===== config.mk =====
export PLATFORM = sky130hd
export DESIGN_NAME = tmb_timer
export DESIGN_NICKNAME = d
export VERILOG_FILES = /design/src/include/tmb_pkg.sv /design/src/logic/tmb_prescaler.sv /design/src/logic/tmb_timer.sv
export SDC_FILE = /design/constraint.sdc
export NUM_CORES = 1
export LEC_CHECK = 0
export BUFFER_PORTS_ARGS = -buffer_cell sky130_fd_sc_hd__buf_2
export CORE_MARGIN = 3
export CORE_UTILIZATION = 40
export DETAILED_ROUTE_END_ITERATION = 12
export PLACE_DENSITY = 0.67
export SETUP_SLACK_MARGIN = 0.3
export SYNTH_ARGS = -nofsm -noshare
export SYNTH_HDL_FRONTEND = slang
export SYNTH_SLANG_ARGS = --single-unit

===== constraint.sdc =====
create_clock -name aclk -period 7.1 [get_ports aclk]
set_clock_uncertainty 0.15 [all_clocks]
set_input_delay 1.42 -clock aclk [delete_from_list [all_inputs] [get_ports aclk]]
set_output_delay 1.42 -clock aclk [all_outputs]
set_load 0.03 [all_outputs]

===== src/include/tmb_pkg.sv =====
// constants, field layouts and types of the sixteen-bit timer channel
package tmb_pkg;

  localparam int          ADDR_W          = 8;
  localparam int          DATA_W          = 32;
  localparam int          CNT_W           = 16;
  localparam int          PSC_W           = 8;

  // register byte addresses
  localparam logic [7:0]  OFS_RUN         = 8'h00;
  localparam logic [7:0]  OFS_MODE        = 8'h04;
  localparam logic [7:0]  OFS_START       = 8'h08;
  localparam logic [7:0]  OFS_CLKGEN      = 8'h0C;
  localparam logic [7:0]  OFS_STATUS      = 8'h10;
  localparam logic [7:0]  OFS_MASK        = 8'h14;
  localparam logic [7:0]  OFS_SNAPSHOT    = 8'h18;
  localparam logic [7:0]  OFS_CMP0        = 8'h1C;
  localparam logic [7:0]  OFS_CMP1        = 8'h20;
  localparam logic [7:0]  OFS_CAP0        = 8'h24;
  localparam logic [7:0]  OFS_CAP1        = 8'h28;

  // run_control fields
  localparam int          RUN_COUNTER_BIT = 0;
  localparam int          RUN_PRESC_BIT   = 2;
  // mode_control fields
  localparam int          MODE_SRC_LSB    = 0;
  localparam int          MODE_SOFTCAP_BIT = 3;
  localparam int          MODE_EXTCAP_BIT = 4;
  // start_control fields
  localparam int          START_TRIG_BIT  = 0;
  localparam int          START_FALL_BIT  = 1;
  localparam int          START_SYNC_BIT  = 2;
  // clockgen_system_config fields
  localparam int          CG_DIV_LSB      = 0;
  localparam int          CG_SRC_BIT      = 4;

  localparam logic [2:0]  SRC_EXTERNAL    = 3'h0;
  localparam logic [2:0]  FLAG_RESET      = 3'h0;
  localparam logic [2:0]  MASK_RESET      = 3'h0;
  localparam logic [15:0] CMP_RESET       = 16'h0000;
  localparam logic [15:0] CNT_ALL_ONES    = 16'hFFFF;
  localparam logic [1:0]  RESP_OKAY       = 2'h0;
  localparam logic [1:0]  RESP_SLVERR     = 2'h2;

  // flag and mask layout: overflow bit 2, match 1 bit 1, match 0 bit 0
  typedef struct packed {
    logic overflow;
    logic match1;
    logic match0;
  } tmb_flags_s;

  typedef struct packed {
    logic sync_start;
    logic trig_falling;
    logic trig_start;
  } tmb_start_s;

  typedef enum logic [1:0] {
    ST_IDLE,
    ST_WAIT_TRIG,
    ST_COUNTING
  } tmb_state_e;

endpackage : tmb_pkg


===== src/logic/tmb_prescaler.sv =====
// prescaler chain: peripheral clock select, divide, and counter source ticks
`timescale 1ns/1ns
module tmb_prescaler (
  input  wire logic       aclk,
  input  wire logic       aresetn,
  input  wire logic       gear_tick,
  input  wire logic       periph_src_sel,
  input  wire logic [2:0] divide_select,
  input  wire logic       run,
  input  wire logic [2:0] source_select,
  output logic            tick
);

  logic [4:0] div_cnt_ff;
  logic [7:0] psc_cnt_ff;
  logic       periph_tick;
  logic       phi0_tick;

  // ratio minus one for each divide code; codes above four act as /32
  function automatic logic [4:0] div_limit(input logic [2:0] sel);
    case (sel)
      3'h0:    div_limit = 5'h00;
      3'h1:    div_limit = 5'h01;
      3'h2:    div_limit = 5'h03;
      3'h3:    div_limit = 5'h07;
      3'h4:    div_limit = 5'h0F;
      default: div_limit = 5'h1F;
    endcase
  endfunction : div_limit

  // low-bit mask that must be all ones for each tap of the chain
  function automatic logic [7:0] tap_mask(input logic [2:0] sel);
    case (sel)
      3'h1:    tap_mask = 8'h00;
      3'h2:    tap_mask = 8'h03;
      3'h3:    tap_mask = 8'h0F;
      3'h4:    tap_mask = 8'h1F;
      3'h5:    tap_mask = 8'h3F;
      3'h6:    tap_mask = 8'h7F;
      default: tap_mask = 8'hFF;
    endcase
  endfunction : tap_mask

  // oscillator clock is the undivided system clock
  assign periph_tick = periph_src_sel ? 1'b1 : gear_tick;
  assign phi0_tick   = periph_tick && (div_cnt_ff == div_limit(divide_select));

  always_ff @(posedge aclk) begin
    if (!aresetn) begin
      div_cnt_ff <= 5'h00;
    end else if (!run) begin
      div_cnt_ff <= 5'h00;
    end else if (phi0_tick) begin
      div_cnt_ff <= 5'h00;
    end else if (periph_tick) begin
      div_cnt_ff <= div_cnt_ff + 5'h01;
    end
  end

  always_ff @(posedge aclk) begin
    if (!aresetn) begin
      psc_cnt_ff <= 8'h00;
    end else if (!run) begin
      psc_cnt_ff <= 8'h00;
    end else if (phi0_tick) begin
      psc_cnt_ff <= psc_cnt_ff + 8'h01;
    end
  end

  always_ff @(posedge aclk) begin
    if (!aresetn) begin
      tick <= 1'b0;
    end else begin
      tick <= run && phi0_tick && (source_select != tmb_pkg::SRC_EXTERNAL)
              && ((psc_cnt_ff & tap_mask(source_select)) == tap_mask(source_select));
    end
  end

endmodule : tmb_prescaler


===== src/logic/tmb_timer.sv =====
// sixteen-bit timer channel with its axi4-lite register slave
`timescale 1ns/1ns
module tmb_timer (
  input  wire logic        aclk,
  input  wire logic        aresetn,
  input  wire logic [7:0]  s_axi_awaddr,
  input  wire logic        s_axi_awvalid,
  output logic             s_axi_awready,
  input  wire logic [31:0] s_axi_wdata,
  input  wire logic [3:0]  s_axi_wstrb,
  input  wire logic        s_axi_wvalid,
  output logic             s_axi_wready,
  output logic [1:0]       s_axi_bresp,
  output logic             s_axi_bvalid,
  input  wire logic        s_axi_bready,
  input  wire logic [7:0]  s_axi_araddr,
  input  wire logic        s_axi_arvalid,
  output logic             s_axi_arready,
  output logic [31:0]      s_axi_rdata,
  output logic [1:0]       s_axi_rresp,
  output logic             s_axi_rvalid,
  input  wire logic        s_axi_rready,
  input  wire logic        external_count_input,
  input  wire logic        gear_tick,
  input  wire logic        sync_master_run,
  output logic             irq
);

  ////////////////////////////////////////////////////////////////////////////////
  // declarations

  logic [7:0]             aw_addr_ff;
  logic                   aw_full_ff;
  logic [31:0]            w_data_ff;
  logic [3:0]             w_strb_ff;
  logic                   w_full_ff;
  logic                   wr_fire;
  logic                   rd_fire;
  logic [7:0]             wr_addr;
  logic [31:0]            rd_word;
  logic                   rd_hit;
  logic                   wr_hit;

  logic                   counter_run_ff;
  logic                   prescaler_run_ff;
  logic [2:0]             count_source_select_ff;
  logic                   ext_capture_en_ff;
  tmb_pkg::tmb_start_s    start_ff;
  logic [2:0]             prescaler_divide_select_ff;
  logic                   peripheral_source_select_ff;
  tmb_pkg::tmb_flags_s    event_status_ff;
  tmb_pkg::tmb_flags_s    nxt_event_status;
  tmb_pkg::tmb_flags_s    interrupt_mask_ff;
  tmb_pkg::tmb_flags_s    events;
  logic [15:0]            compare_value_a_ff;
  logic [15:0]            compare_value_b_ff;
  logic [15:0]            capture_value_a_ff;
  logic [15:0]            capture_value_b_ff;
  logic [15:0]            counter_snapshot_value_ff;
  logic [15:0]            up_counter_ff;
  logic [15:0]            counter_inc;
  tmb_pkg::tmb_state_e    state_ff;

  logic                   ext_meta_ff;
  logic                   ext_sync_ff;
  logic                   ext_prev_ff;
  logic                   ext_rise;
  logic                   ext_fall;
  logic                   trig_edge;
  logic                   run_request;
  logic                   presc_run;
  logic                   presc_tick;
  logic                   count_tick;
  logic                   soft_capture;

  ////////////////////////////////////////////////////////////////////////////////
  // helpers

  // merge a write into a 32-bit word under the byte strobes
  function automatic logic [31:0] apply_strb(input logic [31:0] old_val,
                                             input logic [31:0] new_val,
                                             input logic [3:0]  strb);
    logic [31:0] res;
    res = old_val;
    for (int i = 0; i < 4; i++) begin
      if (strb[i]) begin
        res[i*8 +: 8] = new_val[i*8 +: 8];
      end
    end
    apply_strb = res;
  endfunction : apply_strb

  function automatic logic [31:0] zext16(input logic [15:0] v);
    zext16 = {16'h0000, v};
  endfunction : zext16

  function automatic logic is_mapped(input logic [7:0] a);
    case (a)
      tmb_pkg::OFS_RUN, tmb_pkg::OFS_MODE, tmb_pkg::OFS_START, tmb_pkg::OFS_CLKGEN,
      tmb_pkg::OFS_STATUS, tmb_pkg::OFS_MASK, tmb_pkg::OFS_SNAPSHOT, tmb_pkg::OFS_CMP0,
      tmb_pkg::OFS_CMP1, tmb_pkg::OFS_CAP0, tmb_pkg::OFS_CAP1: is_mapped = 1'b1;
      default: is_mapped = 1'b0;
    endcase
  endfunction : is_mapped

  ////////////////////////////////////////////////////////////////////////////////
  // axi4-lite write channel: address and data taken in either order

  assign wr_fire = aw_full_ff && w_full_ff && !s_axi_bvalid;
  assign wr_addr = aw_addr_ff;
  assign wr_hit  = wr_fire && is_mapped(wr_addr);

  always_ff @(posedge aclk) begin
    if (!aresetn) begin
      aw_full_ff    <= 1'b0;
      aw_addr_ff    <= 8'h00;
      s_axi_awready <= 1'b0;
    end else begin
      if (s_axi_awvalid && s_axi_awready) begin
        aw_full_ff <= 1'b1;
        aw_addr_ff <= s_axi_awaddr;
      end else if (wr_fire) begin
        aw_full_ff <= 1'b0;
      end
      s_axi_awready <= !aw_full_ff && !(s_axi_awvalid && s_axi_awready);
    end
  end

  always_ff @(posedge aclk) begin
    if (!aresetn) begin
      w_full_ff    <= 1'b0;
      w_data_ff    <= 32'h0000_0000;
      w_strb_ff    <= 4'h0;
      s_axi_wready <= 1'b0;
    end else begin
      if (s_axi_wvalid && s_axi_wready) begin
        w_full_ff <= 1'b1;
        w_data_ff <= s_axi_wdata;
        w_strb_ff <= s_axi_wstrb;
      end else if (wr_fire) begin
        w_full_ff <= 1'b0;
      end
      s_axi_wready <= !w_full_ff && !(s_axi_wvalid && s_axi_wready);
    end
  end

  always_ff @(posedge aclk) begin
    if (!aresetn) begin
      s_axi_bvalid <= 1'b0;
      s_axi_bresp  <= tmb_pkg::RESP_OKAY;
    end else if (wr_fire) begin
      s_axi_bvalid <= 1'b1;
      s_axi_bresp  <= is_mapped(wr_addr) ? tmb_pkg::RESP_OKAY : tmb_pkg::RESP_SLVERR;
    end else if (s_axi_bready) begin
      s_axi_bvalid <= 1'b0;
    end
  end

  ////////////////////////////////////////////////////////////////////////////////
  // writable registers

  always_ff @(posedge aclk) begin
    if (!aresetn) begin
      counter_run_ff   <= 1'b0;
      prescaler_run_ff <= 1'b0;
    end else if (wr_hit && wr_addr == tmb_pkg::OFS_RUN && w_strb_ff[0]) begin
      counter_run_ff   <= w_data_ff[tmb_pkg::RUN_COUNTER_BIT];
      prescaler_run_ff <= w_data_ff[tmb_pkg::RUN_PRESC_BIT];
    end
  end

  always_ff @(posedge aclk) begin
    if (!aresetn) begin
      count_source_select_ff <= tmb_pkg::SRC_EXTERNAL;
      ext_capture_en_ff      <= 1'b0;
    end else if (wr_hit && wr_addr == tmb_pkg::OFS_MODE && w_strb_ff[0]) begin
      count_source_select_ff <= w_data_ff[tmb_pkg::MODE_SRC_LSB +: 3];
      ext_capture_en_ff      <= w_data_ff[tmb_pkg::MODE_EXTCAP_BIT];
    end
  end

  always_ff @(posedge aclk) begin
    if (!aresetn) begin
      start_ff <= '0;
    end else if (wr_hit && wr_addr == tmb_pkg::OFS_START && w_strb_ff[0]) begin
      start_ff.trig_start   <= w_data_ff[tmb_pkg::START_TRIG_BIT];
      start_ff.trig_falling <= w_data_ff[tmb_pkg::START_FALL_BIT];
      start_ff.sync_start   <= w_data_ff[tmb_pkg::START_SYNC_BIT];
    end
  end

  always_ff @(posedge aclk) begin
    if (!aresetn) begin
      prescaler_divide_select_ff  <= 3'h0;
      peripheral_source_select_ff <= 1'b0;
    end else if (wr_hit && wr_addr == tmb_pkg::OFS_CLKGEN && w_strb_ff[0]) begin
      prescaler_divide_select_ff  <= w_data_ff[tmb_pkg::CG_DIV_LSB +: 3];
      peripheral_source_select_ff <= w_data_ff[tmb_pkg::CG_SRC_BIT];
    end
  end

  always_ff @(posedge aclk) begin
    if (!aresetn) begin
      interrupt_mask_ff <= tmb_pkg::MASK_RESET;
    end else if (wr_hit && wr_addr == tmb_pkg::OFS_MASK && w_strb_ff[0]) begin
      interrupt_mask_ff <= w_data_ff[2:0];
    end
  end

  always_ff @(posedge aclk) begin
    if (!aresetn) begin
      compare_value_a_ff <= tmb_pkg::CMP_RESET;
      compare_value_b_ff <= tmb_pkg::CMP_RESET;
    end else if (wr_hit && wr_addr == tmb_pkg::OFS_CMP0) begin
      compare_value_a_ff <= 16'(apply_strb(zext16(compare_value_a_ff), w_data_ff,
                                           w_strb_ff));
    end else if (wr_hit && wr_addr == tmb_pkg::OFS_CMP1) begin
      compare_value_b_ff <= 16'(apply_strb(zext16(compare_value_b_ff), w_data_ff,
                                           w_strb_ff));
    end
  end

  ////////////////////////////////////////////////////////////////////////////////
  // external pin: synchroniser and edge detection

  always_ff @(posedge aclk) begin
    if (!aresetn) begin
      ext_meta_ff <= 1'b0;
      ext_sync_ff <= 1'b0;
      ext_prev_ff <= 1'b0;
    end else begin
      ext_meta_ff <= external_count_input;
      ext_sync_ff <= ext_meta_ff;
      ext_prev_ff <= ext_sync_ff;
    end
  end

  assign ext_rise  = ext_sync_ff && !ext_prev_ff;
  assign ext_fall  = !ext_sync_ff && ext_prev_ff;
  assign trig_edge = start_ff.trig_falling ? ext_fall : ext_rise;

  ////////////////////////////////////////////////////////////////////////////////
  // counter source and start control

  // synchronous mode outranks the trigger mode and ignores the local counter run bit; the prescaler run bit still runs the prescaler
  assign run_request = start_ff.sync_start ? sync_master_run : counter_run_ff;
  assign presc_run   = prescaler_run_ff || (start_ff.sync_start && sync_master_run);

  tmb_prescaler u_prescaler (
    .aclk           (aclk),
    .aresetn        (aresetn),
    .gear_tick      (gear_tick),
    .periph_src_sel (peripheral_source_select_ff),
    .divide_select  (prescaler_divide_select_ff),
    .run            (presc_run),
    .source_select  (count_source_select_ff),
    .tick           (presc_tick)
  );

  assign count_tick = (count_source_select_ff == tmb_pkg::SRC_EXTERNAL) ? ext_rise
                                                                        : presc_tick;

  always_ff @(posedge aclk) begin
    if (!aresetn) begin
      state_ff <= tmb_pkg::ST_IDLE;
    end else begin
      case (state_ff)
        tmb_pkg::ST_IDLE: begin
          if (run_request) begin
            if (start_ff.trig_start && !start_ff.sync_start) begin
              state_ff <= tmb_pkg::ST_WAIT_TRIG;
            end else begin
              state_ff <= tmb_pkg::ST_COUNTING;
            end
          end
        end
        tmb_pkg::ST_WAIT_TRIG: begin
          if (!run_request) begin
            state_ff <= tmb_pkg::ST_IDLE;
          end else if (trig_edge) begin
            state_ff <= tmb_pkg::ST_COUNTING;
          end
        end
        tmb_pkg::ST_COUNTING: begin
          if (!run_request) begin
            state_ff <= tmb_pkg::ST_IDLE;
          end
        end
        default: state_ff <= tmb_pkg::ST_IDLE;
      endcase
    end
  end

  ////////////////////////////////////////////////////////////////////////////////
  // up-counter, comparators and events

  assign counter_inc = up_counter_ff + 16'h0001;

  always_ff @(posedge aclk) begin
    if (!aresetn) begin
      up_counter_ff <= 16'h0000;
    end else if (!run_request) begin
      up_counter_ff <= 16'h0000;
    end else if (state_ff == tmb_pkg::ST_COUNTING && count_tick) begin
      up_counter_ff <= counter_inc;
    end
  end

  always_comb begin
    events = '0;
    if (run_request && state_ff == tmb_pkg::ST_COUNTING && count_tick) begin
      events.overflow = (up_counter_ff == tmb_pkg::CNT_ALL_ONES);
      events.match1   = (counter_inc == compare_value_b_ff);
      events.match0   = (counter_inc == compare_value_a_ff);
    end
  end

  ////////////////////////////////////////////////////////////////////////////////
  // captures

  assign soft_capture = wr_hit && wr_addr == tmb_pkg::OFS_MODE && w_strb_ff[0]
                        && !w_data_ff[tmb_pkg::MODE_SOFTCAP_BIT];

  always_ff @(posedge aclk) begin
    if (!aresetn) begin
      capture_value_a_ff <= 16'h0000;
    end else if (soft_capture) begin
      capture_value_a_ff <= up_counter_ff;
    end
  end

  always_ff @(posedge aclk) begin
    if (!aresetn) begin
      capture_value_b_ff <= 16'h0000;
    end else if (ext_capture_en_ff && ext_rise) begin
      capture_value_b_ff <= up_counter_ff;
    end
  end

  ////////////////////////////////////////////////////////////////////////////////
  // axi4-lite read channel and read side effects

  assign rd_fire = s_axi_arvalid && s_axi_arready;
  assign rd_hit  = is_mapped(s_axi_araddr);

  always_comb begin
    rd_word = 32'h0000_0000;
    case (s_axi_araddr)
      tmb_pkg::OFS_RUN: begin
        rd_word[tmb_pkg::RUN_COUNTER_BIT] = counter_run_ff;
        rd_word[tmb_pkg::RUN_PRESC_BIT]   = prescaler_run_ff;
      end
      tmb_pkg::OFS_MODE: begin
        rd_word[tmb_pkg::MODE_SRC_LSB +: 3]     = count_source_select_ff;
        rd_word[tmb_pkg::MODE_SOFTCAP_BIT]      = 1'b1;
        rd_word[tmb_pkg::MODE_EXTCAP_BIT]       = ext_capture_en_ff;
      end
      tmb_pkg::OFS_START:    rd_word[2:0] = start_ff;
      tmb_pkg::OFS_CLKGEN: begin
        rd_word[tmb_pkg::CG_DIV_LSB +: 3] = prescaler_divide_select_ff;
        rd_word[tmb_pkg::CG_SRC_BIT]      = peripheral_source_select_ff;
      end
      tmb_pkg::OFS_STATUS:   rd_word[2:0] = event_status_ff;
      tmb_pkg::OFS_MASK:     rd_word[2:0] = interrupt_mask_ff;
      // while counting the live value is returned, otherwise the last snapshot
      tmb_pkg::OFS_SNAPSHOT: rd_word = zext16((state_ff == tmb_pkg::ST_COUNTING)
                                              ? up_counter_ff
                                              : counter_snapshot_value_ff);
      tmb_pkg::OFS_CMP0:     rd_word = zext16(compare_value_a_ff);
      tmb_pkg::OFS_CMP1:     rd_word = zext16(compare_value_b_ff);
      tmb_pkg::OFS_CAP0:     rd_word = zext16(capture_value_a_ff);
      tmb_pkg::OFS_CAP1:     rd_word = zext16(capture_value_b_ff);
      default:               rd_word = 32'h0000_0000;
    endcase
  end

  always_ff @(posedge aclk) begin
    if (!aresetn) begin
      s_axi_arready <= 1'b0;
      s_axi_rvalid  <= 1'b0;
      s_axi_rdata   <= 32'h0000_0000;
      s_axi_rresp   <= tmb_pkg::RESP_OKAY;
    end else if (rd_fire) begin
      s_axi_arready <= 1'b0;
      s_axi_rvalid  <= 1'b1;
      s_axi_rdata   <= rd_word;
      s_axi_rresp   <= rd_hit ? tmb_pkg::RESP_OKAY : tmb_pkg::RESP_SLVERR;
    end else if (s_axi_rvalid) begin
      if (s_axi_rready) begin
        s_axi_rvalid  <= 1'b0;
        s_axi_arready <= 1'b1;
      end
    end else begin
      s_axi_arready <= 1'b1;
    end
  end

  always_ff @(posedge aclk) begin
    if (!aresetn) begin
      counter_snapshot_value_ff <= 16'h0000;
    end else if (rd_fire && s_axi_araddr == tmb_pkg::OFS_SNAPSHOT
                 && state_ff == tmb_pkg::ST_COUNTING) begin
      counter_snapshot_value_ff <= up_counter_ff;
    end
  end

  ////////////////////////////////////////////////////////////////////////////////
  // event flags and interrupt

  // a new event in the clearing read's cycle survives the clear
  always_comb begin
    nxt_event_status = event_status_ff;
    if (rd_fire && s_axi_araddr == tmb_pkg::OFS_STATUS) begin
      nxt_event_status = tmb_pkg::FLAG_RESET;
    end
    nxt_event_status = nxt_event_status | events;
  end

  always_ff @(posedge aclk) begin
    if (!aresetn) begin
      event_status_ff <= tmb_pkg::FLAG_RESET;
    end else begin
      event_status_ff <= nxt_event_status;
    end
  end

  always_ff @(posedge aclk) begin
    if (!aresetn) begin
      irq <= 1'b0;
    end else begin
      irq <= |(nxt_event_status & interrupt_mask_ff);
    end
  end

endmodule : tmb_timer


Word level (Yosys, flattened, before mapping)
Cells that the tools add are included.

Latch bits: 0. Memory bits (read-only): 0. Input bits: 62. Output and inout port bits: 42. Bits in registers: 204. Memories: 0. Logic and storage cells: 199. Memory bits (writable): 0.

Add/sub/neg operators: 3. Eq/ne operators: 41. Order comparisons: 0. Divide/modulo/power cells: 0. $mul: 0. Shift-type cells: 0. Muxes and demuxes: 38. Bitwise logic cells: 6. Reduce and logical (&&, ||, !) cells: 67.

Operator list (number): equality test 8 x 5 -> 1 bit, second input constant (8); case mux 11 bit (5 select lines) (1); equality test 8 x 6 -> 1 bit, second input constant (6); case mux 8 bit (6 select lines) (1); logical AND 1 bit (36); equality test 16 bit (2); equality test 8 x 4 -> 1 bit, second input constant (4); case mux 5 bit (5 select lines) (1); case mux 1 bit (11 select lines) (2); OR reduction 11 bit (2); 2-to-1 mux 1 bit (18); adder 16 x 1 -> 16 bit, second input constant (1); equality test 16 bit, second input constant (1); equality test 8 x 3 -> 1 bit, second input constant (2); logical NOT 8 bit (2); 2-to-1 mux 16 bit (1); 2-to-1 mux 2 bit (7); equality test 3 x 2 -> 1 bit, second input constant (4); equality test 3 bit, second input constant (4); case mux 1 bit (10 select lines) (1); logical NOT 1 bit (9); AND reduction 3 bit (3); adder 8 x 1 -> 8 bit, second input constant (1); bitwise AND 8 bit (1); other kinds (25) (37).

Logic depth before layout (Yosys ltp)
Gate-level depths: netlist of the first run.

Depth after elaboration: 8. Mapped depth: 9. Mapped depth without buffers: 8.

By module
A second synthesis of the first run with hierarchy kept.

Cells, all modules: 1067. Area total of the unflattened synthesis: 9216.3 um^2.

Modules (own cells, without submodules): tmb_timer (instances 1, area each 8406.8 um^2, cells each 967, seq. area each 3443.3 um^2); tmb_prescaler (instances 1, area each 809.5 um^2, cells each 100, seq. area each 280.3 um^2).

Worst setup path after synthesis of the first run
No wires, ideal clock.

Path kind: in2reg. Start: input port s_axi_araddr[1]. End: register counter_snapshot_value_ff[8]. Setup time: 0.116 ns. Stages on the path: 7. Arrival: 3.233 ns. Setup slack: 3.601 ns. Required time: 6.834 ns. Path buffers: 1. Cells stage by stage: or3b_2 > nor2_1 > nand2_1 > nor3_2 > buf_6 > mux2i_1 > nor2b_1.

Longest elaborated chain between the ends: 3.

Ends and longest elaborated chain: start: declaration (line tmb_timer.sv:16) `input wire logic [7:0] s_axi_araddr,`; equality test 8 x 5 -> 1 bit (line tmb_timer.sv:401) `end else if (rd_fire && s_axi_araddr == tmb_pkg::OFS_SNAPSHOT`; logical AND 1 bit (line tmb_timer.sv:401); logical AND 1 bit (line tmb_timer.sv:402) `&& state_ff == tmb_pkg::ST_COUNTING) begin`; end signal: assignment (line tmb_timer.sv:403) `counter_snapshot_value_ff <= up_counter_ff;`; end: declaration (line tmb_timer.sv:59) `logic [15:0] counter_snapshot_value_ff;`.

No other way between the ends. A chain may end at the register's enable or synchronous reset.

Final worst setup path of the first run
Start: input port s_axi_araddr[5]. End: register counter_snapshot_value_ff[15].

The elaborated chain is that of the path after synthesis.

==> run_results.csv, run 1 <==
group,metric,value,unit
placed_design,dpl.hpwl,16300,um
global_routing,grt.total_usage,0.189,
hold_path,min_path_type,"reg -> reg",
clock_tree,cts_tree,"built",
worst_setup_path,arrival,3.83,ns
placed_design,dp_cells,1444,
synthesis,synthTopCellsByArea,"dfxtp_1 40%, nand2_1 9.6%, a21boi_0 8.1%, mux2i_1 5.2%, a21oi_1 3.4%",
timing,setup_violations,0,
global_routing,grt_max_degree,104,
global_routing,grt_pass1_vias,7225,
finish,drive_gt1_frac,0.111,
pwr,power_density,221,nW/um2
routing,dr.pass1.iters,6,
synthesis,synth-async-reset-ratio,0,
finish,syn_to_final_growth,11.5,%
timing,fin_crit_sh,0.515,
synthesis,avgSynthCellArea,8.21,um2
finish,most-common-layout-cells,"239 x nand2_1, 186 x dfxtp_1, 100 x a21boi_0",
synthesis,synth_cell_type_count,70,
timing,fmaxAchievable,274,MHz
routing,wirelength,23300,um
clock_tree,clock-sinks,186,
worst_setup_path,endpoint_kind,"register",
timing,relSlewSlack,0.158,
pwr,p_leak,0.00365,uW
routing,dr.first_iter.drc_count,526,
clock_tree,cts_buffers,17,
worst_setup_path,cp_max_fo,17,
clock_tree,cts_root_buf,"clkbuf_16",
routing,num_vias,7768,
clock_tree,clockBufferDepth,2,
timing,hold_viol,0,
worst_setup_path,cp.required,7.27,ns
synthesis,synth-compound-area-share,0.196,
pwr,ir_drop,0.000166,V
synthesis,synth_top_family_by_area,"simple AND/OR/NAND/NOR gates",
synthesis,synth_xor_area_frac,0.0625,
synthesis,syn_inst,1136,
clock_tree,path_clk_slew,0.07,ns
clock_tree,htreeDepth,4,
timing,worstMarginPinSlew,1.26,ns
run_status,status,"complete, no violations",
clock_tree,cts_setup_buffers,0,
routing,viasPerCell,5.26,
floorplan,dieWidth,159,um
routing,routedWlPerCell,15.8,um
worst_setup_path,crit_type,"in -> reg",
placed_design,io_buffer_count,67,
routing,drcViolationCount,0,
global_routing,grt-ovfl-total,0,
finish,layout_commonest_cell,"nand2_1",
clock_tree,cts_resized,0,
floorplan,start_util,0.409,
synthesis,synth_top_cell_by_area,"dfxtp_1",
synthesis,synth_area,9320,um2
synthesis,synth_mux_area_frac,0.0588,
timing,grt_setup_unrepaired,"no",
synthesis,synth_top_area_share,0.399,
finish,fin_nets,1215,
timing,slew_violations,0,
clock_tree,insertion_delay,0.44,ns
floorplan,core,22800,um2
timing,tns,0,ns
clock_tree,cts-hold-fix-buffers,0,
placed_design,globalplace.congestion,0.886,
job,max-cap-violations,0,
synthesis,yosys.area_share.simple,0.224,
synthesis,synth_adder_area_share,0.00403,
floorplan,ios,104,
synthesis,seq_area_frac_synth,0.399,
synthesis,synth_enable_flop_cells,0,
worst_setup_path,start_kind,"primary input",
finish,antenna_cells,0,
floorplan,die_h,159,um
timing,fin_crit,3.65,ns
routing,drtAntennaViolNets,0,
global_routing,antenna_found_initial,1,
synthesis,synth_top_flop_cell,"dfxtp_1",
finish,stdcell_count,1476,
floorplan,rows,55,
synthesis,yosys_warnings,0,
global_routing,grt_first_pass_wirelength,38100,um
floorplan,die_area,25200,um2
synthesis,synth-seq-cells,186,
[power by group]
part | switching (uW) | internal [uW]
combinational | 79.2 | 41.5
sequential | 13.2 | 1060
clock | 424 | 684
total | 517 | 1780
[synthesized netlist by cell type (all sizes together) (8+ instances only)]
| cell | count |
|---|---|
| nand3 | 25 |
| a31oi | 14 |
| nand4 | 9 |
| clkbuf | 63 |
| a21oi | 64 |
| buf | 33 |
| o21ai | 54 |
| nand2b | 8 |
| and2 | 12 |
| nor4 | 10 |
| a21boi | 101 |
| nand2 | 239 |
| mux2i | 48 |
| dfxtp | 186 |
| inv | 11 |
| xor2 | 35 |
| nor2 | 54 |
| nor2b | 30 |
| xnor2 | 29 |
| and3 | 13 |
| nor3 | 14 |
[routing by layer]
| metal | GRT usage | part of all wire |
|---|---|---|
| met2 | 0.286 | 0.43 |
| met1 | 0.276 | 0.50 |
| met5 | 0 | 0.00043 |
| met3 | 0.0299 | 0.048 |
| met4 | 0.0619 | 0.018 |
[state kept, by name (all words and copies together) (netlist names), 2 cells and up]
signal	flops
count_source_select_ff	3
start_ff	3
aw_addr_ff	8
interrupt_mask_ff	3
u_prescaler.div_cnt_ff	5
w_strb_ff	2
capture_value_a_ff	16
compare_value_b_ff	16
up_counter_ff	16
s_axi_rdata	16
compare_value_a_ff	16
w_data_ff	16
state_ff	2
event_status_ff	3
prescaler_divide_select_ff	3
counter_snapshot_value_ff	16
u_prescaler.psc_cnt_ff	8
capture_value_b_ff	16
[worst max-delay path: stages]
cell,delay (ns)
buf_2,0.14
nor4b_1,0.66
nand2_1,0.65
nor3_2,0.30
buf_4,0.33
mux2i_1,0.24
nor2b_1,0.06
[logic make-up (layout without fill, tap and decap cells)]
kind of cell,after synthesis,count (layout)
simple gates,442,442
compound gates,278,278
flops,186,186
buf+inv,107,117
xor+xnor,65,65
mux,54,54
fa+ha+maj,3,3
other cells,1,18
[final timing paths]
path | startpoint | depth (start not counted) | endpoint | slack [ns]
setup reg to reg | up_counter_ff[0] | 8 | irq | 3.57
setup / recovery | s_axi_araddr[5] | 7 | counter_snapshot_value_ff[15] | 3.45
hold / removal | ext_meta_ff | 1 | ext_sync_ff | 0.29
hold reg to reg | ext_meta_ff | 1 | ext_sync_ff | 0.29
[cell type report]
type	count	area, um2
clock buffers	19	453
clock inverters	13	236
fillers	2231	12400
inverters	11	41.3
multi-input cells	860	5160
flip-flops and latches	186	3720
well taps	313	392
repair buffers	74	390
[metrics by stage]
stage               instance area [um2]  hold slack (ns)  setup WS [ns]   util  power, uW
finish                            10400            0.287           3.45  0.456       2300
floorplan                          9390            0.262           3.60      -       1190
CTS                               10400            0.292           3.51  0.456       2320
global placement                   9700            0.277           3.10  0.426       1220
global route                      10400            0.318           3.35  0.456       2380
detailed placement                 9700            0.269           3.10  0.426       1220
Power figures use the tool's default switching activity.
==> inputs of run 2 (changes only) <==
ABC_AREA = 1   (was default)
clock period = 3.45 ns   (was 7.1 ns; I/O delays follow)
==> run_results.csv, run 2 <==
group,metric,value,unit
run_status,status,"complete, no violations",
pwr,ir_drop,0.000338,V
clock_tree,cts_tree,"built",
worst_setup_path,crit_chain,"ha_1 -> nand2_1 -> nor2_2 -> nand3_1 -> nor4_1 -> a22oi_1 -> or2_2 -> nand2_1 -> nand2_1 -> nand2_1",
worst_setup_path,critPathMaxStageDelay,0.52,ns
synthesis,synth_mux_area_frac,0,
synthesis,synthTopCellsByArea,"dfxtp_1 41%, nand2_1 9.8%, nor2_1 6.5%, o21ai_0 6.2%, a21oi_1 5.8%",
floorplan,dieWidth,156,um
pwr,finalPower,4570,uW
floorplan,die_h,156,um
floorplan,core,22000,um2
global_routing,met3_usage,0.0338,
worst_setup_path,cp_max_fo,8,
worst_setup_path,critPathSlowestCell,"nor4_1",
clock_tree,clockBufferDepth,2,
pwr,swShare,0.242,
global_routing,grt.total_usage,0.199,
synthesis,yosys.area_share.simple,0.244,
pwr,clockPowerShare,0.458,
synthesis,synth_cell_type_count,49,
finish,layout_commonest_cell,"nand2_1",
synthesis,synth-compound-area-share,0.214,
clock_tree,cts_setup_buffers,0,
hold_path,hp-start,"ext_meta_ff",
pwr,p_switching,1100,uW
global_routing,grt-ovfl-total,0,
pwr,power_density,454,nW/um2
global_routing,gr-usage-met1,0.292,
global_routing,grt_max_degree,86,
clock_tree,path_clk_slew,0.07,ns
finish,syn_to_final_growth,11.9,%
synthesis,synth_top_area_share,0.414,
worst_setup_path,start_kind,"register",
worst_setup_path,r2r_slack,0.64,ns
routing,routedWlPerCell,14.9,um
hold_path,hold_depth,2,
timing,slew_violations,0,
clock_tree,clock-sinks,186,
global_routing,grt_pass1_vias,7443,
routing,viasPerCell,5.15,
timing,fmaxAchievable,355,MHz
worst_setup_path,r2r-start,"up_counter_ff[1]",
worst_setup_path,ff2ff_path_depth,10,
synthesis,synth-async-reset-ratio,0,
clock_tree,cts_root_buf,"clkbuf_16",
timing,relSlewSlack,0.448,
worst_setup_path,endpoint_kind,"register",
timing,grt_setup_unrepaired,"no",
synthesis,synth_top_cell_by_area,"dfxtp_1",
clock_tree,htreeDepth,4,
timing,fin_crit,2.81,ns
placed_design,io_buffer_count,67,
finish,fin_nets,1372,
job,max-cap-violations,0,
synthesis,synth_top_family_by_area,"simple AND/OR/NAND/NOR gates",
synthesis,syn_inst,1265,
clock_tree,cts-hold-fix-buffers,0,
worst_setup_path,cp.required,3.68,ns
synthesis,synth_area,8990,um2
timing,fin_crit_sh,0.816,
finish,antenna_cells,0,
pwr,seq_power_share,0.486,
synthesis,synth_xor_area_frac,0.0178,
pwr,combPwrFrac,0.056,
placed_design,dpl.hpwl,17500,um
routing,dr.pass1.iters,8,
finish,stdcell_count,1600,
hold_path,whs_endpoint,"ext_sync_ff",
hold_path,min_path_type,"reg -> reg",
synthesis,synth_top_flop_cell,"dfxtp_1",
finish,multi_input_area,4390,um2
synthesis,avgSynthCellArea,7.11,um2
global_routing,antenna_found_initial,0,
synthesis,seq_area_frac_synth,0.414,
finish,most-common-layout-cells,"234 x nand2_1, 186 x dfxtp_1, 155 x nor2_1",
synthesis,synth-seq-cells,186,
timing,tns,0,ns
finish,n_fill_cell,2249,
synthesis,synth.most_common_cell,"nand2_1",
clock_tree,insertion_delay,0.44,ns
finish,seqCellArea,3720,um2
routing,num_vias,8247,
synthesis,synth_commonest_cells,"234 x nand2_1, 186 x dfxtp_1, 155 x nor2_1",
worst_setup_path,startpoint,"up_counter_ff[1]",
global_routing,top_usage_layer,"met2",
timing,setup_violations,0,
timing,hold_viol,0,
floorplan,start_util,0.409,
synthesis,synth_enable_flop_cells,0,
pwr,p_int,3460,uW
clock_tree,cts_buffers,17,
pwr,p_leak,0.00385,uW
global_routing,use_met2,0.300,
worst_setup_path,rr_endpoint,"irq",
routing,drtAntennaViolNets,0,
placed_design,dp_cells,1568,
routing,dr.first_iter.drc_count,617,
timing,final.setup.worst_slack,0.636,ns
floorplan,die_area,24300,um2
routing,drcViolationCount,0,
worst_setup_path,critPathMostFrequentCell,"nand2_1",
synthesis,synth_adder_area_share,0.00417,
global_routing,grt_first_pass_wirelength,39000,um
timing,worstMarginPinSlew,0.825,ns
placed_design,globalplace.congestion,0.987,
worst_setup_path,arrival,3.04,ns
timing,whs,0.267,ns
floorplan,ios,104,
routing,wirelength,23900,um
synthesis,yosys_warnings,0,
finish,drive_gt1_frac,0.124,
placed_design,pre_cts_slack,0.684,ns
clock_tree,cts_resized,0,
floorplan,rows,54,
worst_setup_path,crit_type,"reg -> reg",
## run 2: cell count changes in the layout (fill, tap and decap cells not counted), moves of 26 or more
| cell | delta |
|---|---|
| nand3_1 | +32 |
| nor2_1 | +101 |
| xnor2_1 | -26 |
| a21boi_0 | -100 |
| a21oi_1 | +41 |
| mux2i_1 | -48 |
| nor2b_1 | -30 |
| inv_1 | +129 |
| o21ai_0 | +58 |
## run 2: final cells by class
type                       count  area share
multi-input combinational    875       0.436
sequential                   186       0.370
tap                          280      0.0348
clock buffer                  19      0.0450
clock inverter                13      0.0177
inverter                     152      0.0570
timing repair buffer          75      0.0393
## run 2: worst max-delay path by stage
stage / slack [ns] / to
floorplan: 1.28 / counter_snapshot_value_ff[10]
global placement: 0.75 / irq
global route: 0.55 / irq
finish: 0.64 / irq
detailed placement: 0.68 / irq
CTS: 0.66 / irq
## run 2: power by group through the flow
stage                     Combinational (uW)  Sequential [uW]  Clock [uW]
final                                    255             2220        2090
after global routing                     289             2220        2220
after CTS                                257             2220        2130
after detailed placement                 256             2270           0
after global placement                   252             2270           0
after floorplan                          174             2290           0
## run 2: stage by stage
| stage | instance area, um2 | util |
|---|---|---|
| finish | 10100 | 0.458 |
| global route | 10100 | 0.458 |
| CTS | 10100 | 0.458 |
| detailed placement | 9430 | 0.429 |
| global placement | 9430 | 0.429 |
| floorplan | 9050 | - |
## run 2: kinds of logic after synthesis
logic type,count (synthesis)
and+or+nand+nor,511
AOI/OAI and AO/OA,328
buffers and inverters,221
DFF,186
xor gates and xnor gates,15
adders and majority gates,3
other,1
## run 2: routing by layer
| layer | part of all wire | up-vias |
|---|---|---|
| met4 | 0.019 | 0 |
| li1 | - | 4236 |
| met1 | 0.48 | 3704 |
| met5 | 0 | - |
| met3 | 0.072 | 28 |
| met2 | 0.43 | 279 |
## run 2: worst max-delay path, delay by kind of cell (launching register included)
| kind | cells | cell delay, ns |
|---|---|---|
| AND/OR/NAND/NOR | 8 | 1.56 |
| flip-flops | 1 | 0.50 |
| AO/OA/AOI/OAI | 1 | 0.18 |
| adder cells (fa/ha/maj) | 1 | 0.36 |
==> inputs of run 3 (changes only) <==
PLACE_DENSITY = 0.69   (was 0.67)
clock period = 2.3 ns   (was 3.45 ns; I/O delays follow)
==> run_results.csv, run 3 (synthesis gave the netlist of run 2 again) <==
group,metric,value,unit
run_status,status,"complete, no violations",
placed_design,pre_cts_slack,0.0295,ns
finish,layout_commonest_cell,"nand2_1",
worst_setup_path,cp.required,2.45,ns
finish,drive_gt1_frac,0.240,
clock_tree,htreeDepth,4,
floorplan,die_area,24300,um2
worst_setup_path,endpoint_kind,"register",
floorplan,dieWidth,156,um
hold_path,min_path_type,"in -> reg",
worst_setup_path,crit_family,"simple AND/OR/NAND/NOR gates",
floorplan,core,22000,um2
floorplan,rows,54,
global_routing,grt-ovfl-total,0,
global_routing,grt.total_usage,0.202,
clock_tree,clock-sinks,186,
timing,worstMarginPinSlew,0.670,ns
global_routing,grt_max_degree,68,
timing,slew_violations,0,
routing,dr.pass1.iters,6,
clock_tree,insertion_delay,0.43,ns
routing,dr.first_iter.drc_count,795,
finish,antenna_cells,0,
timing,grt_setup_unrepaired,"yes",
global_routing,antenna_found_initial,0,
finish,most-common-layout-cells,"208 x nand2_1, 176 x dfxtp_1, 137 x inv_1",
routing,num_vias,8616,
clock_tree,cts_tree,"built",
floorplan,start_util,0.409,
timing,setup_violations,0,
worst_setup_path,critPathSlowestCell,"dfxtp_2",
timing,fin_crit_sh,0.920,
worst_setup_path,arrival,2.27,ns
pwr,finalPower,6880,uW
pwr,power_density,614,nW/um2
pwr,p_leak,0.00435,uW
timing,fin_crit,2.12,ns
finish,fin_nets,1433,
timing,whs,0.0828,ns
timing,hold_viol,0,
timing,relSlewSlack,0.553,
routing,wirelength,25600,um
worst_setup_path,start_kind,"register",
pwr,swShare,0.240,
routing,viasPerCell,5.19,
floorplan,die_h,156,um
pwr,p_int,5230,uW
worst_setup_path,path_buf_inv,1,
pwr,combPwrFrac,0.061,
finish,syn_to_final_growth,24.6,%
placed_design,dpl.hpwl,18100,um
worst_setup_path,crit_chain,"or2_1 -> or2_4 -> o211ai_2 -> nand2_4 -> nor2_4 -> nand2_4 -> buf_12 -> nor2_1 -> a211oi_2",
pwr,clockPowerShare,0.455,
clock_tree,cts_root_buf,"clkbuf_16",
timing,tns,0,ns
worst_setup_path,cp_max_fo,8,
pwr,ir_drop,0.000505,V
timing,fmaxAchievable,472,MHz
global_routing,grt_first_pass_wirelength,39800,um
routing,routedWlPerCell,15.4,um
worst_setup_path,critPathMaxStageDelay,0.32,ns
floorplan,ios,104,
global_routing,grt_pass1_vias,7710,
clock_tree,path_clk_slew,0.07,ns
clock_tree,cts-hold-fix-buffers,0,
job,max-cap-violations,0,
placed_design,io_buffer_count,67,
placed_design,globalplace.congestion,0.946,
pwr,p_switching,1650,uW
routing,drcViolationCount,0,
timing,final.setup.worst_slack,0.183,ns
pwr,seq_power_share,0.485,
clock_tree,cts_buffers,17,
worst_setup_path,crit_type,"reg -> reg",
clock_tree,clockBufferDepth,2,
routing,drtAntennaViolNets,0,
worst_setup_path,critPathMostFrequentCell,"nand2_4",
==> run 3: changes by cell type in the layout (fill, tap and decap cells not counted), moves of 15 or more <==
cell | previous run | this run
o21ai_2 | 0 | 18
nor2_4 | 5 | 21
nor2_2 | 8 | 23
o21ai_0 | 112 | 96
buf_4 | 8 | 52
nor2_1 | 155 | 124
nand2_1 | 234 | 208
nand2_2 | 9 | 25
==> run 3: stage by stage <==
stage,instances,instance area (um2),utilization
2_1_floorplan,1282,9050,-
3_3_place_gp,1605,9730,0.443
3_5_place_dp,1605,9730,0.443
4_1_cts,1646,10600,0.482
5_1_grt,1661,11200,0.510
6_report,1661,11200,0.510
==> run 3: power groups by stage <==
stage	Combinational, uW	Sequential [uW]	Clock, uW
after global placement	387	3400	0
after detailed placement	391	3400	0
after global routing	463	3340	3300
after CTS	393	3330	3160
final	416	3330	3130
after floorplan	260	3430	0
==> run 3: cell type report <==
type	instances	area [um2]
Multi-Input combinational cell	876	4880
Clock inverter	11	158
Timing Repair Buffer	135	1000
Tap cell	280	350
Fill cell	2069	10800
Clock buffer	21	470
Sequential cell	186	3750
Inverter	152	593
==> run 3: what timing repair did <==
item | CTS | global route
gates resized for setup | 29 | 149
pin swaps | 9 | 51
setup endpoints to repair | 18 | 79
gates cloned | 1 | 4
setup buffers | 8 | 11
==> run 3: path summary, 6_finish.rpt <==
check                       startpoint                    end  slack (ns)  depth (start not counted)
setup / recovery         aw_addr_ff[6]  capture_value_a_ff[9]        0.18                          9
hold / removal    external_count_input            ext_meta_ff        0.08                          3
setup reg to reg         aw_addr_ff[6]  capture_value_a_ff[9]        0.18                          9
hold reg to reg            ext_meta_ff            ext_sync_ff        0.28                          2
==> run 3: per-layer routing <==
| layer | wire [um] | GRT usage |
|---|---|---|
| met1 | 12200 | 0.295 |
| met4 | 454 | 0.0580 |
| met3 | 1660 | 0.0386 |
| met2 | 11300 | 0.306 |
| met5 | 0 | 0 |
==> run 3: tightest hold or removal path: stages <==
cell	delay, ns
buf_2	0.08
nand2_1	0.04
inv_1	0.04
